==> config.mk <==
export PLATFORM = sky130hd
export DESIGN_NAME = sdb_bank
export DESIGN_NICKNAME = d
export VERILOG_FILES = /design/src/design/sdb_pkg.sv /design/src/design/sdb_strap_latch.sv /design/src/design/sdb_bank.sv
export SDC_FILE = /design/constraint.sdc
export NUM_CORES = 1
export LEC_CHECK = 0
export ABC_AREA = 1
export BUFFER_PORTS_ARGS = -buffer_cell sky130_fd_sc_hd__buf_2
export CELL_PAD_IN_SITES_DETAIL_PLACEMENT = 1
export CELL_PAD_IN_SITES_GLOBAL_PLACEMENT = 1
export CORE_ASPECT_RATIO = 0.6
export CORE_MARGIN = 4
export CORE_UTILIZATION = 42
export CTS_CLUSTER_DIAMETER = 80
export DETAILED_ROUTE_END_ITERATION = 8
export MAX_ROUTING_LAYER = met4
export PLACE_DENSITY_LB_ADDON = 0.1
export SLEW_MARGIN = 15
export SYNTH_ARGS = -nofsm -noshare
export SYNTH_HDL_FRONTEND = slang
export SYNTH_SLANG_ARGS = --single-unit
==> constraint.sdc <==
create_clock -name clk_in -period 6.1 [get_ports clk_in]
set_input_delay 0.305 -clock clk_in [delete_from_list [all_inputs] [get_ports clk_in]]
set_output_delay 0.305 -clock clk_in [all_outputs]
set_load 0.01 [all_outputs]
==> src/design/sdb_pkg.sv <==
// Package with register map, field layout, reset values and timing for the shared diag bank.
package sdb_pkg;

    // Register indices; the byte address of each register is four times its index.
    localparam logic [7:0] IDX_IND_CTL = 8'h00_B0;
    localparam logic [7:0] IDX_IND_OFFSET = 8'h00_B1;
    localparam logic [7:0] IDX_IND_DATA = 8'h00_B2;
    localparam logic [7:0] IDX_SELF_TEST = 8'h00_B3;
    localparam logic [7:0] IDX_RSVD_B4 = 8'h00_B4;
    localparam logic [7:0] IDX_RSVD_B5 = 8'h00_B5;
    localparam logic [7:0] IDX_RSVD_B6 = 8'h00_B6;
    localparam logic [7:0] IDX_RSVD_B7 = 8'h00_B7;
    localparam logic [7:0] IDX_STRAP_STS = 8'h00_B8;
    localparam logic [7:0] IDX_LINK_POLICY = 8'h00_B9;

    // Reset values.
    localparam logic [3:0] RST_TARGET_SEL = 4'h7;
    localparam logic [7:0] RST_IND_OFFSET = 8'h3A;
    localparam logic [7:0] RST_IND_DATA = 8'h14;
    localparam logic [7:0] RST_SELF_TEST = 8'h08;
    localparam logic [7:0] RST_RSVD_B4 = 8'h25;
    localparam logic [7:0] RST_RSVD_B5 = 8'h00;
    localparam logic [7:0] RST_RSVD_B6 = 8'h18;
    localparam logic [7:0] RST_RSVD_B7 = 8'h00;
    localparam logic [7:0] RST_LINK_POLICY = 8'h33;

    // Indirect control fields.
    localparam int CTL_SEL_LSB = 2;
    localparam int CTL_AUTO_INC_BIT = 1;
    localparam int CTL_PREFETCH_BIT = 0;

    // Self-test control fields.
    localparam int ST_MODE_LSB = 6;
    localparam int ST_CFG_BIT = 3;
    localparam int ST_CLKSRC_LSB = 1;
    localparam int ST_EN_BIT = 0;
    localparam logic [1:0] ST_MODE_QUIET = 2'h0;
    localparam logic [1:0] ST_MODE_ALT = 2'h1;

    // Strap status fields.
    localparam int STS_INDEX_STRAP_DONE_BIT = 7;
    localparam int STS_IDX_LSB = 4;
    localparam int STS_MODE_DONE_BIT = 3;
    localparam int STS_MODE_LSB = 0;

    // Link error policy fields.
    localparam int LP_WAIT_IGNORE_BIT = 5;
    localparam int LP_COUNT_EN_BIT = 4;
    localparam int LP_THRESH_LSB = 0;

    // Offset of the clock source bits inside the remote serializer.
    localparam logic [7:0] REMOTE_CLKSRC_OFFSET = 8'h14;

    // Timing: core clock period and strap settle time before capture.
    localparam int CLK_PERIOD_NS = 20;
    localparam int STRAP_SETTLE_NS = 1000;
    localparam int STRAP_SETTLE_CYC = (STRAP_SETTLE_NS + CLK_PERIOD_NS - 1) / CLK_PERIOD_NS;

endpackage

==> src/design/sdb_strap_latch.sv <==
// Strap capture: synchronises a 3-bit strap decode, waits to settle, latches it once.
`timescale 1ns/1ns
module sdb_strap_latch (
    // Clock and synchronised reset.
    input wire logic clk_in,
    input wire logic rst_b_in,
    // Strap decode from the pin decoder.
    input wire logic [2:0] strap_in,
    // Latched result.
    output logic [2:0] value_out,
    output logic done_out
);

    typedef struct packed {
        logic [2:0] sync1;
        logic [2:0] sync2;
        logic [7:0] settle;
        logic [2:0] value;
        logic done;
    } sdb_strap_st_t;

    sdb_strap_st_t st_r;
    sdb_strap_st_t st_nxt;

    // Count settle cycles after reset release, then freeze the value so later pin noise is moot.
    always_comb begin
        st_nxt = st_r;
        st_nxt.sync1 = strap_in;
        st_nxt.sync2 = st_r.sync1;
        if (!st_r.done) begin
            if (st_r.settle == 8'(sdb_pkg::STRAP_SETTLE_CYC - 1)) begin
                st_nxt.value = st_r.sync2;
                st_nxt.done = 1'b1;
            end else begin
                st_nxt.settle = st_r.settle + 8'h01;
            end
        end
    end

    // State register.
    always_ff @(posedge clk_in or negedge rst_b_in) begin
        if (!rst_b_in) begin
            st_r <= '0;
        end else begin
            st_r <= st_nxt;
        end
    end

    assign value_out = st_r.value;
    assign done_out = st_r.done;

endmodule

==> src/design/sdb_bank.sv <==
// Shared diagnostic register bank: indirect window, self-test, strap status, link error policy.
`timescale 1ns/1ns
// Contract
// 8-bit read/write indirect offset register, reset 0x3A.
// Writing indirect data writes that byte to selected block at offset.
// Reading indirect data returns live block contents at the offset.
// 4-bit target select, reset 0x7, chooses the indirect target block.
// Auto-increment adds one to offset after each indirect read or write.
// Prefetch bit issues a read strobe whenever the offset is written.
// Auto-increment plus prefetch also strobes a read after each data read.
// Output mode: 00 quiet, 01 alternating, 1x follows self-test data.
// Software must clear the configuration bit to use the low control bits.
// Enable starts self-test and writes clock source to remote offset 0x14.
// Index strap decode latched into read-only bits 6:4.
// Bit 7 reads one once the index decode is latched.
// Mode strap decode latched into read-only bits 2:0.
// Bit 3 reads one once the mode decode is latched.
// Wait-ignore bit set: errors during adaptation wait period are disregarded.
// Count enable bit, reset one, switches the error counter on.
// Counter enabled: lock lost when count reaches threshold, reset 0x3.
// Counter disabled: lock lost on first link error.
// Errors counted on both embedded clock bits, parity and balance bit.
// Counter checks once per received word.
// Counter clears on loss of lock and on lock reacquisition.
module sdb_bank (
    // Clock and reset.
    input wire logic clk_in,
    input wire logic rst_b_in,
    // APB slave.
    input wire logic psel_in,
    input wire logic penable_in,
    input wire logic pwrite_in,
    input wire logic [11:0] paddr_in,
    input wire logic [31:0] pwdata_in,
    output logic [31:0] prdata_out,
    output logic pready_out,
    output logic pslverr_out,
    // Indirect window towards internal register blocks.
    input wire logic [7:0] ind_rdata_in,
    output logic [3:0] ind_target_out,
    output logic [7:0] ind_offset_out,
    output logic [7:0] ind_wdata_out,
    output logic ind_wr_out,
    output logic ind_rd_out,
    // Self-test.
    input wire logic st_data_in,
    output logic st_active_out,
    output logic st_toggle_out,
    output logic remote_wr_out,
    output logic [7:0] remote_offset_out,
    output logic [1:0] remote_clksrc_out,
    // Strap pin decodes, asynchronous.
    input wire logic [2:0] idx_strap_in,
    input wire logic [2:0] mode_strap_in,
    // Forward link word checks, one cycle enable per received word.
    input wire logic word_valid_in,
    input wire logic embedded_clock_bit_a_err_in,
    input wire logic embedded_clock_bit_b_err_in,
    input wire logic parity_err_in,
    input wire logic dc_balance_bit_err_in,
    input wire logic adapt_wait_in,
    input wire logic lock_acquired_in,
    output logic locked_out,
    output logic lock_lost_out
);

    typedef struct packed {
        logic [31:0] prdata;
        logic pready;
        logic pslverr;
        logic [3:0] target;
        logic auto_inc;
        logic prefetch;
        logic [7:0] offset;
        logic [7:0] wdata;
        logic ind_wr;
        logic ind_rd;
        logic [7:0] self_test;
        logic st_active;
        logic st_toggle;
        logic alt;
        logic remote_wr;
        logic [1:0] remote_clksrc;
        logic [7:0] policy;
        logic [3:0] err_count;
        logic locked;
        logic lock_lost;
    } sdb_state_t;

    sdb_state_t st_r;
    sdb_state_t st_nxt;
    logic [1:0] rst_sync_r;
    logic rst_b;
    logic [2:0] idx_value;
    logic index_strap_done;
    logic [2:0] mode_value;
    logic mode_done;
    logic [7:0] reg_index;
    logic addr_ok;
    logic access;
    logic [7:0] rd_byte;
    logic hit;
    logic [3:0] err_next;
    logic [3:0] thresh;
    logic st_go;

    // Reset release through two flops so every other flop leaves reset on the same edge.
    always_ff @(posedge clk_in or negedge rst_b_in) begin
        if (!rst_b_in) begin
            rst_sync_r <= 2'h0;
        end else begin
            rst_sync_r <= {rst_sync_r[0], 1'b1};
        end
    end
    assign rst_b = rst_sync_r[1];

    // Strap capture for the index and mode pins.
    sdb_strap_latch u_idx_strap (
        .clk_in(clk_in),
        .rst_b_in(rst_b),
        .strap_in(idx_strap_in),
        .value_out(idx_value),
        .done_out(index_strap_done)
    );

    sdb_strap_latch u_mode_strap (
        .clk_in(clk_in),
        .rst_b_in(rst_b),
        .strap_in(mode_strap_in),
        .value_out(mode_value),
        .done_out(mode_done)
    );

    // Address decode: word aligned, index is the byte address divided by four.
    assign reg_index = paddr_in[9:2];
    assign addr_ok = (paddr_in[1:0] == 2'h0) && (paddr_in[11:10] == 2'h0);
    assign access = psel_in && penable_in;
    assign thresh = st_r.policy[sdb_pkg::LP_THRESH_LSB +: 4];
    assign st_go = st_r.self_test[sdb_pkg::ST_EN_BIT] && !st_r.self_test[sdb_pkg::ST_CFG_BIT];

    // Read mux; the data window reads the target live rather than a stored copy.
    always_comb begin
        rd_byte = 8'h00;
        hit = addr_ok;
        case (reg_index)
            sdb_pkg::IDX_IND_CTL: begin
                rd_byte = {2'h0, st_r.target, st_r.auto_inc, st_r.prefetch};
            end
            sdb_pkg::IDX_IND_OFFSET: begin
                rd_byte = st_r.offset;
            end
            sdb_pkg::IDX_IND_DATA: begin
                rd_byte = ind_rdata_in;
            end
            sdb_pkg::IDX_SELF_TEST: begin
                rd_byte = st_r.self_test;
            end
            sdb_pkg::IDX_RSVD_B4: begin
                rd_byte = sdb_pkg::RST_RSVD_B4;
            end
            sdb_pkg::IDX_RSVD_B5: begin
                rd_byte = sdb_pkg::RST_RSVD_B5;
            end
            sdb_pkg::IDX_RSVD_B6: begin
                rd_byte = sdb_pkg::RST_RSVD_B6;
            end
            sdb_pkg::IDX_RSVD_B7: begin
                rd_byte = sdb_pkg::RST_RSVD_B7;
            end
            sdb_pkg::IDX_STRAP_STS: begin
                rd_byte = {index_strap_done, idx_value, mode_done, mode_value};
            end
            sdb_pkg::IDX_LINK_POLICY: begin
                rd_byte = {2'h0, st_r.policy[5:0]};
            end
            default: begin
                hit = 1'b0;
            end
        endcase
    end

    // Next state: APB, indirect window, self-test and link error policy.
    always_comb begin
        st_nxt = st_r;
        st_nxt.ind_wr = 1'b0;
        st_nxt.ind_rd = 1'b0;
        st_nxt.remote_wr = 1'b0;
        err_next = st_r.err_count;

        // First access cycle samples read data; the next edge completes the transfer.
        if (access && !st_r.pready) begin
            st_nxt.pready = 1'b1;
            st_nxt.pslverr = !hit;
            st_nxt.prdata = (hit && !pwrite_in) ? {24'h00_0000, rd_byte} : 32'h0000_0000;
        end else if (access && st_r.pready) begin
            st_nxt.pready = 1'b0;
            st_nxt.pslverr = 1'b0;
            if (hit && pwrite_in) begin
                case (reg_index)
                    sdb_pkg::IDX_IND_CTL: begin
                        st_nxt.target = pwdata_in[sdb_pkg::CTL_SEL_LSB +: 4];
                        st_nxt.auto_inc = pwdata_in[sdb_pkg::CTL_AUTO_INC_BIT];
                        st_nxt.prefetch = pwdata_in[sdb_pkg::CTL_PREFETCH_BIT];
                    end
                    sdb_pkg::IDX_IND_OFFSET: begin
                        st_nxt.offset = pwdata_in[7:0];
                        st_nxt.ind_rd = st_r.prefetch;
                    end
                    sdb_pkg::IDX_IND_DATA: begin
                        st_nxt.wdata = pwdata_in[7:0];
                        st_nxt.ind_wr = 1'b1;
                    end
                    sdb_pkg::IDX_SELF_TEST: begin
                        // Bits 5:4 are reserved and stay zero.
                        st_nxt.self_test = pwdata_in[7:0] & 8'hCF;
                    end
                    sdb_pkg::IDX_LINK_POLICY: begin
                        st_nxt.policy = {2'h0, pwdata_in[5:0]};
                    end
                    default: begin
                        st_nxt.policy = st_r.policy;
                    end
                endcase
            end else if (hit && (reg_index == sdb_pkg::IDX_IND_DATA)) begin
                // Completed data read: with auto-increment, step the offset and optionally prefetch the next one.
                if (st_r.auto_inc) begin
                    st_nxt.offset = st_r.offset + 8'h01;
                    st_nxt.ind_rd = st_r.prefetch;
                end
            end
        end else begin
            st_nxt.pready = 1'b0;
            st_nxt.pslverr = 1'b0;
        end

        // The write strobe takes the old offset, so the increment lands one cycle later.
        if (st_r.ind_wr && st_r.auto_inc) begin
            st_nxt.offset = st_r.offset + 8'h01;
        end

        // Self-test runs only with the configuration bit cleared by software.
        st_nxt.st_active = st_go;
        if (st_go && !st_r.st_active) begin
            st_nxt.remote_wr = 1'b1;
            st_nxt.remote_clksrc = st_r.self_test[sdb_pkg::ST_CLKSRC_LSB +: 2];
        end
        st_nxt.alt = st_go ? !st_r.alt : 1'b0;
        if (!st_go || (st_r.self_test[sdb_pkg::ST_MODE_LSB +: 2] == sdb_pkg::ST_MODE_QUIET)) begin
            st_nxt.st_toggle = 1'b0;
        end else if (st_r.self_test[sdb_pkg::ST_MODE_LSB +: 2] == sdb_pkg::ST_MODE_ALT) begin
            st_nxt.st_toggle = st_r.alt;
        end else begin
            st_nxt.st_toggle = st_data_in;
        end

        // Link error policy; a threshold of zero behaves like one so lock never drops without an error.
        st_nxt.lock_lost = 1'b0;
        if (lock_acquired_in && !st_r.locked) begin
            st_nxt.locked = 1'b1;
            st_nxt.err_count = 4'h0;
        end else if (st_r.locked && word_valid_in &&
                     (embedded_clock_bit_a_err_in || embedded_clock_bit_b_err_in ||
                      parity_err_in || dc_balance_bit_err_in) &&
                     !(adapt_wait_in && st_r.policy[sdb_pkg::LP_WAIT_IGNORE_BIT])) begin
            err_next = st_r.err_count + 4'h1;
            if (!st_r.policy[sdb_pkg::LP_COUNT_EN_BIT] || (err_next >= thresh)) begin
                st_nxt.locked = 1'b0;
                st_nxt.lock_lost = 1'b1;
                st_nxt.err_count = 4'h0;
            end else begin
                st_nxt.err_count = err_next;
            end
        end
    end

    // State register with documented reset values.
    always_ff @(posedge clk_in or negedge rst_b) begin
        if (!rst_b) begin
            st_r <= '0;
            st_r.target <= sdb_pkg::RST_TARGET_SEL;
            st_r.offset <= sdb_pkg::RST_IND_OFFSET;
            st_r.wdata <= sdb_pkg::RST_IND_DATA;
            st_r.self_test <= sdb_pkg::RST_SELF_TEST;
            st_r.policy <= sdb_pkg::RST_LINK_POLICY;
        end else begin
            st_r <= st_nxt;
        end
    end

    // Outputs straight from flops, except the remote offset, which is a constant.
    assign prdata_out = st_r.prdata;
    assign pready_out = st_r.pready;
    assign pslverr_out = st_r.pslverr;
    assign ind_target_out = st_r.target;
    assign ind_offset_out = st_r.offset;
    assign ind_wdata_out = st_r.wdata;
    assign ind_wr_out = st_r.ind_wr;
    assign ind_rd_out = st_r.ind_rd;
    assign st_active_out = st_r.st_active;
    assign st_toggle_out = st_r.st_toggle;
    assign remote_wr_out = st_r.remote_wr;
    assign remote_offset_out = sdb_pkg::REMOTE_CLKSRC_OFFSET; // Constant offset, never changes.
    assign remote_clksrc_out = st_r.remote_clksrc;
    assign locked_out = st_r.locked;
    assign lock_lost_out = st_r.lock_lost;

endmodule

Word-level counts from Yosys, hierarchy flattened
Index checks and enable logic that the tools add are counted.
{"block": "word_totals", "ff_bits": 120, "input_bits": 71, "wordCells": 137, "output_inout_bits": 71}
{"block": "classes", "n_addsub": 4, "n_lt_le_gt_ge": 1, "bitwise": 5, "mux": 32, "reduce_logical": 49, "n_eq_ne": 15}
{"cell": "$eq 8x8->1 const B", "n": 10}
{"cell": "$mux 8", "n": 8}
{"cell": "$pmux 8 s8", "n": 1}
{"cell": "$mux 26", "n": 2}
{"cell": "$add 8x1->8 const B", "n": 3}
{"cell": "$mux 9", "n": 2}
{"cell": "$eq 8x6->1 const B", "n": 2}
{"cell": "$reduce_and 4->1", "n": 4}
{"cell": "$logic_and 1x1->1", "n": 15}
{"cell": "$mux 1", "n": 13}
{"cell": "$logic_not 1->1", "n": 10}
{"cell": "$reduce_and 2->1", "n": 5}
{"cell": "$reduce_or 10->1", "n": 1}
{"cell": "$logic_not 2->1", "n": 3}
{"cell": "$mux 6", "n": 1}
{"cell": "$reduce_bool 2->1", "n": 3}
{"cell": "$reduce_bool 3->1", "n": 2}
{"cell": "$logic_or 1x1->1", "n": 5}
{"cell": "$mux 5", "n": 1}
{"cell": "$not 1->1", "n": 5}
{"cell": "$reduce_and 5->1", "n": 1}
{"cell": "$add 4x1->4 const B", "n": 1}
{"cell": "$ge 4x4->1", "n": 1}
{"cell": "$mux 2", "n": 2}
{"cell": "other kinds (5)", "n": 5}

Logic depth before layout (Yosys ltp)
{"block": "logic_depth", "word_depth": 9, "ltp_mapped": 12, "ltp_nobuf": 12}

Modules after synthesis
Synthesis repeated with hierarchy kept, for this count alone.
{"block": "unflattened", "hier_cells": 699, "area_unflattened_um2": 5590.4}
{"mod": "sdb_bank", "seq_area_each_um2": 1519.0, "area_per_inst_um2": 3868.7, "cells_each": 497, "n_inst": 1}
{"mod": "sdb_strap_latch", "seq_area_each_um2": 450.4, "area_per_inst_um2": 860.8, "cells_each": 101, "n_inst": 2}

Least setup slack after synthesis
OpenSTA, ideal clock, no wires.
{"block": "synth_path", "path_type": "register -> register", "start": "reg st_r[2] (netlist name)", "end": "reg st_r[5] (netlist name)", "arrival_ns": 1.586, "required_time_ns": 6.035, "setup_time_ns": 0.065, "setup_slack_ns": 4.449, "n_path_buf": 0, "synth_period_minus_slack_ns": 1.651, "path_stages_with_launch": 10, "path_cell_list": "dfrtp_1 ha_1 xor2_1 ha_1 a21boi_0 o21ai_0 nand3_1 inv_1 nand2_1 nand2_1"}
{"block": "synth_between", "elab_chain_len": 6}
{"item": "from (decl)", "line_no": "sdb_bank.sv:90", "text": "sdb_state_t st_r;"}
{"item": "from (signal assigned)", "line_no": "sdb_bank.sv:286", "text": "st_r <= st_nxt;"}
{"item": "$add 4x1->4 *", "line_no": "sdb_bank.sv:265", "text": "err_next = st_r.err_count + 4'h1;"}
{"item": "$ge 4x4->1", "line_no": "sdb_bank.sv:266", "text": "if (!st_r.policy[sdb_pkg::LP_COUNT_EN_BIT] || (err_next >= thresh)) begin"}
{"item": "$logic_or 1x1->1", "line_no": "sdb_bank.sv:266"}
{"item": "$mux 4 *", "line_no": "sdb_bank.sv:266"}
{"item": "$mux 6 *", "line_no": "sdb_bank.sv:261", "text": "end else if (st_r.locked && word_valid_in &&"}
{"item": "$mux 5 *", "line_no": "sdb_bank.sv:258", "text": "if (lock_acquired_in && !st_r.locked) begin"}
Every way passes the cells marked *; elsewhere a longest branch is shown, timed or not. The select of a mux whose other input is x is not followed.
A chain may end at the register's enable or synchronous reset.

Worst setup path after layout
{"block": "layout_path", "start": "reg st_r[2] (netlist name)", "end": "reg st_r[4] (netlist name)"}
Same word-level chain as after synthesis.

==> results.md <==
- Cell Chain, Critical Path: ha_1, xor2_1, ha_1, a21boi_0, o21ai_0, nand3_1, inv_1, nand2_1, nand2_1
- P_leak: 3.46 nW
- #FFs+latches synth: 96
- Initial DRT Pass Iterations: 5
- DR WL/cell: 16.0 µm
- Final slew viol count: 0
- Die height: 94.5 µm
- Max incr delay on CP: 0.44 ns
- Worst Setup Start Kind: register
- Top cells by area, synth: dfrtp_1 39%, nand2_1 10%, buf_4 9.0%, dfstp_2 7.0%, inv_1 6.7%
- Area Growth Syn to Fin: 11.2%
- Endpoints failing setup: 0
- Final worst slack: 4.07 ns
- CTS tree: yes
- Worst slack, placed: about 4.1 ns
- Final hold vios: 0
- Setup Buffers After CTS: 0
- Avg Inst Size Synth: 8.50 µm²
- Met3 wire len: 826 µm
- Final period util: 33.3%
- Post-Syn Area: 5240 µm²
- CTS Buf Count: 9
- Pwr/cell area: about 240 nW/µm²
- Post-synth EDFFs: 0
- Slew @ Worst Pin: 0.637 ns
- Post-synth top area cell: dfrtp_1
- Core Region: 12100 µm²
- Nets@finish: 761
- Skew final: 0.0118 ns
- Placed Cells incl. Taps: 833
- Critical Path Sink Type: register
- Max IR drop VDD: 0.000144 V
- Fmax: 492 MHz
- First-pass GRT wire length: between 20000 and 25000 µm
- Required @ worst endpoint: 6.38 ns
- Post-DRT Antenna Nets: 0
- Synth Warn #: 0
- RSZ-0062 raised after global routing: no
- Met1 WL: 7140 µm
- CTS Root Buffer Type: clkbuf_16
- DR vias: a little over 4000
- Power consumption: 1.37 mW
- CP Class: register to register
- Hold crit path type: input pin to register
- Slowest library cell on the worst path: dfrtp_1
- # clock sinks: 96
- H-tree Lvls: 3
- Wire length on met2: 5500 µm
- CP Max Fanout: 5
- Minimum clock period: around 2.0 ns
- Antenna violations before repair: 0
- N_diodes: 0
- DRC Markers: 0
- Largest net degree at the start of global routing: 51
- Via density: 4.78
- Top-area cell type share of the netlist area: 39.2%
- IO Pins: about 140
- Outcome: finished clean
- Uppermost layer routed: met4
- Die Footprint: 14400 µm²
- Unique masters post-synth: 35
- Gpl congestion: 0.896
- Routed wire length: 13600 µm
- Num rows: 31
- Layout Cells excl Fill: 850
- Commonest non-fill, non-tap cell in the layout: nand2_1
- DP HPWL: 10500 µm
- DRC marker count from the first detailed-route iteration: approximately 290
- Clk_lat worst skew: between 0.3 and 0.4 ns
- Most frequent cells in the layout: 142 x nand2_1, 93 x inv_1, 85 x buf_2, 81 x dfrtp_1
- Dpl cell area: around 5500 µm²
- Initial Utilization: a little over two fifths
- Total Negative Setup Slacks: 0 ns
- Die extent in x: 152 µm
- Fin util: 48.0%
- Vias in the first global route: 4070
- Async S/R FF share, synth: 100%
- Clock transition at path regs: 0.07 ns
- Synth Instances: 616
- Post-route cell area: 5820 µm²
- Slew Limit Headroom: roughly 58%
- Top_reg_cell synth: dfrtp_1
- GRT overflow: 0
- Worst EP arrival: 2.31 ns
- Max-Cap Viols: 0
- Maximum buffer depth of the clock tree: 2
- Final hold slack: 0.0650 ns
- IO Port Bufs: 85
- Global-route usage over all layers: between 10% and 20%
- Sequential area share after synthesis: 46.2%
- Layout cells sized above 1: 21.5%
==> per-layer routing <==
layer / global-route usage (%) / up-vias
met5: - / -
met3: 4.58 / 13
li1: - / 1941
met2: 27.3 / 137
met4: 4.04 / 0
met1: 29.0 / 1973
==> power by group <==
part | leakage, nW | internal (mW) | switching (mW) | total (mW)
registers | 1.17 | 0.654 | 0.0193 | 0.673
clock network | 0.147 | 0.331 | 0.249 | 0.580
logic | 2.14 | 0.0416 | 0.0768 | 0.118
==> synth_stat cells (2+ instances only) <==
library cell,number
nand3_2,2
conb_1,2
ha_1,10
nand3b_1,5
mux2_2,4
nor3_1,9
dfrtp_1,82
mux2i_1,13
xnor2_1,7
nor2_1,38
a21oi_1,4
nand2_1,142
nand2_2,4
o21ai_0,23
o21ai_1,12
o22ai_1,3
dfstp_2,14
nand3_1,38
inv_2,6
nand2_4,4
nor2_8,3
nor2_4,3
nor2_2,3
inv_1,93
nand4_1,8
xor2_1,13
buf_4,63
==> area by class of cell <==
class | count | area, µm²
multi-input combinational | 386 | 2070
clock inverter | 4 | 52.6
clock buffer | 12 | 246
tap | 165 | 206
timing repair buffer | 87 | 443
fill | 1515 | 6320
inverter | 100 | 375
sequential | 96 | 2420
==> final timing paths <==
check,start,to,slack [ns],depth (start not counted)
worst min register to register,rst_sync_r[1],st_r[4],0.34,0
min in group asynchronous,rst_b_in,rst_sync_r[1],0.27,2
worst min-delay path,mode_strap_in[1],u_mode_strap.st_nxt[13],0.06,1
max in group asynchronous,rst_sync_r[1],remote_clksrc_out[0],4.69,1
worst max register to register,st_r[2],st_r[4],4.07,9
worst max-delay path,st_r[2],st_r[4],4.07,9
==> cell families (layout without fill, tap and decap cells) <==
family / Yosys count / count (layout) / share of synthesized area [%]
DFF: 96 / 96 / 46.2
adders and majority gates: 10 / 10 / 2.39
other: 2 / 33 / 0.143
AOI/OAI and AO/OA: 45 / 45 / 4.71
xor gates and xnor gates: 20 / 20 / 3.35
muxes: 17 / 17 / 3.35
and+or+nand+nor: 261 / 261 / 23.5
buffers and inverters: 165 / 203 / 16.4
==> flip-flops by register name (all words and copies together), names as in the netlist, 2 cells and up <==
name / count
remote_clksrc_out: 2
u_mode_strap.st_nxt: 3
ind_target_out: 4
rst_sync_r: 2
prdata_out: 8
u_mode_strap.value_out: 3
u_idx_strap.value_out: 3
ind_wdata_out: 8
st_r: 19
u_idx_strap.st_r: 11
u_idx_strap.st_nxt: 3
ind_offset_out: 8
u_mode_strap.st_r: 11
==> worst max-delay path: cells and delay by family (launching register included) <==
kind | cells | cell delay [ns]
adders and majority gates | 2 | 0.53
DFF | 1 | 0.44
AOI/OAI and AO/OA | 2 | 0.39
and+or+nand+nor | 3 | 0.25
xor gates and xnor gates | 1 | 0.23
buffers and inverters | 1 | 0.11
==> timing repair <==
item	CTS	global route
hold endpoints to repair	2	0
gates resized for setup	0	0
setup endpoints to repair	0	0
hold buffers	1	0
(Power assumes the default switching activity.)
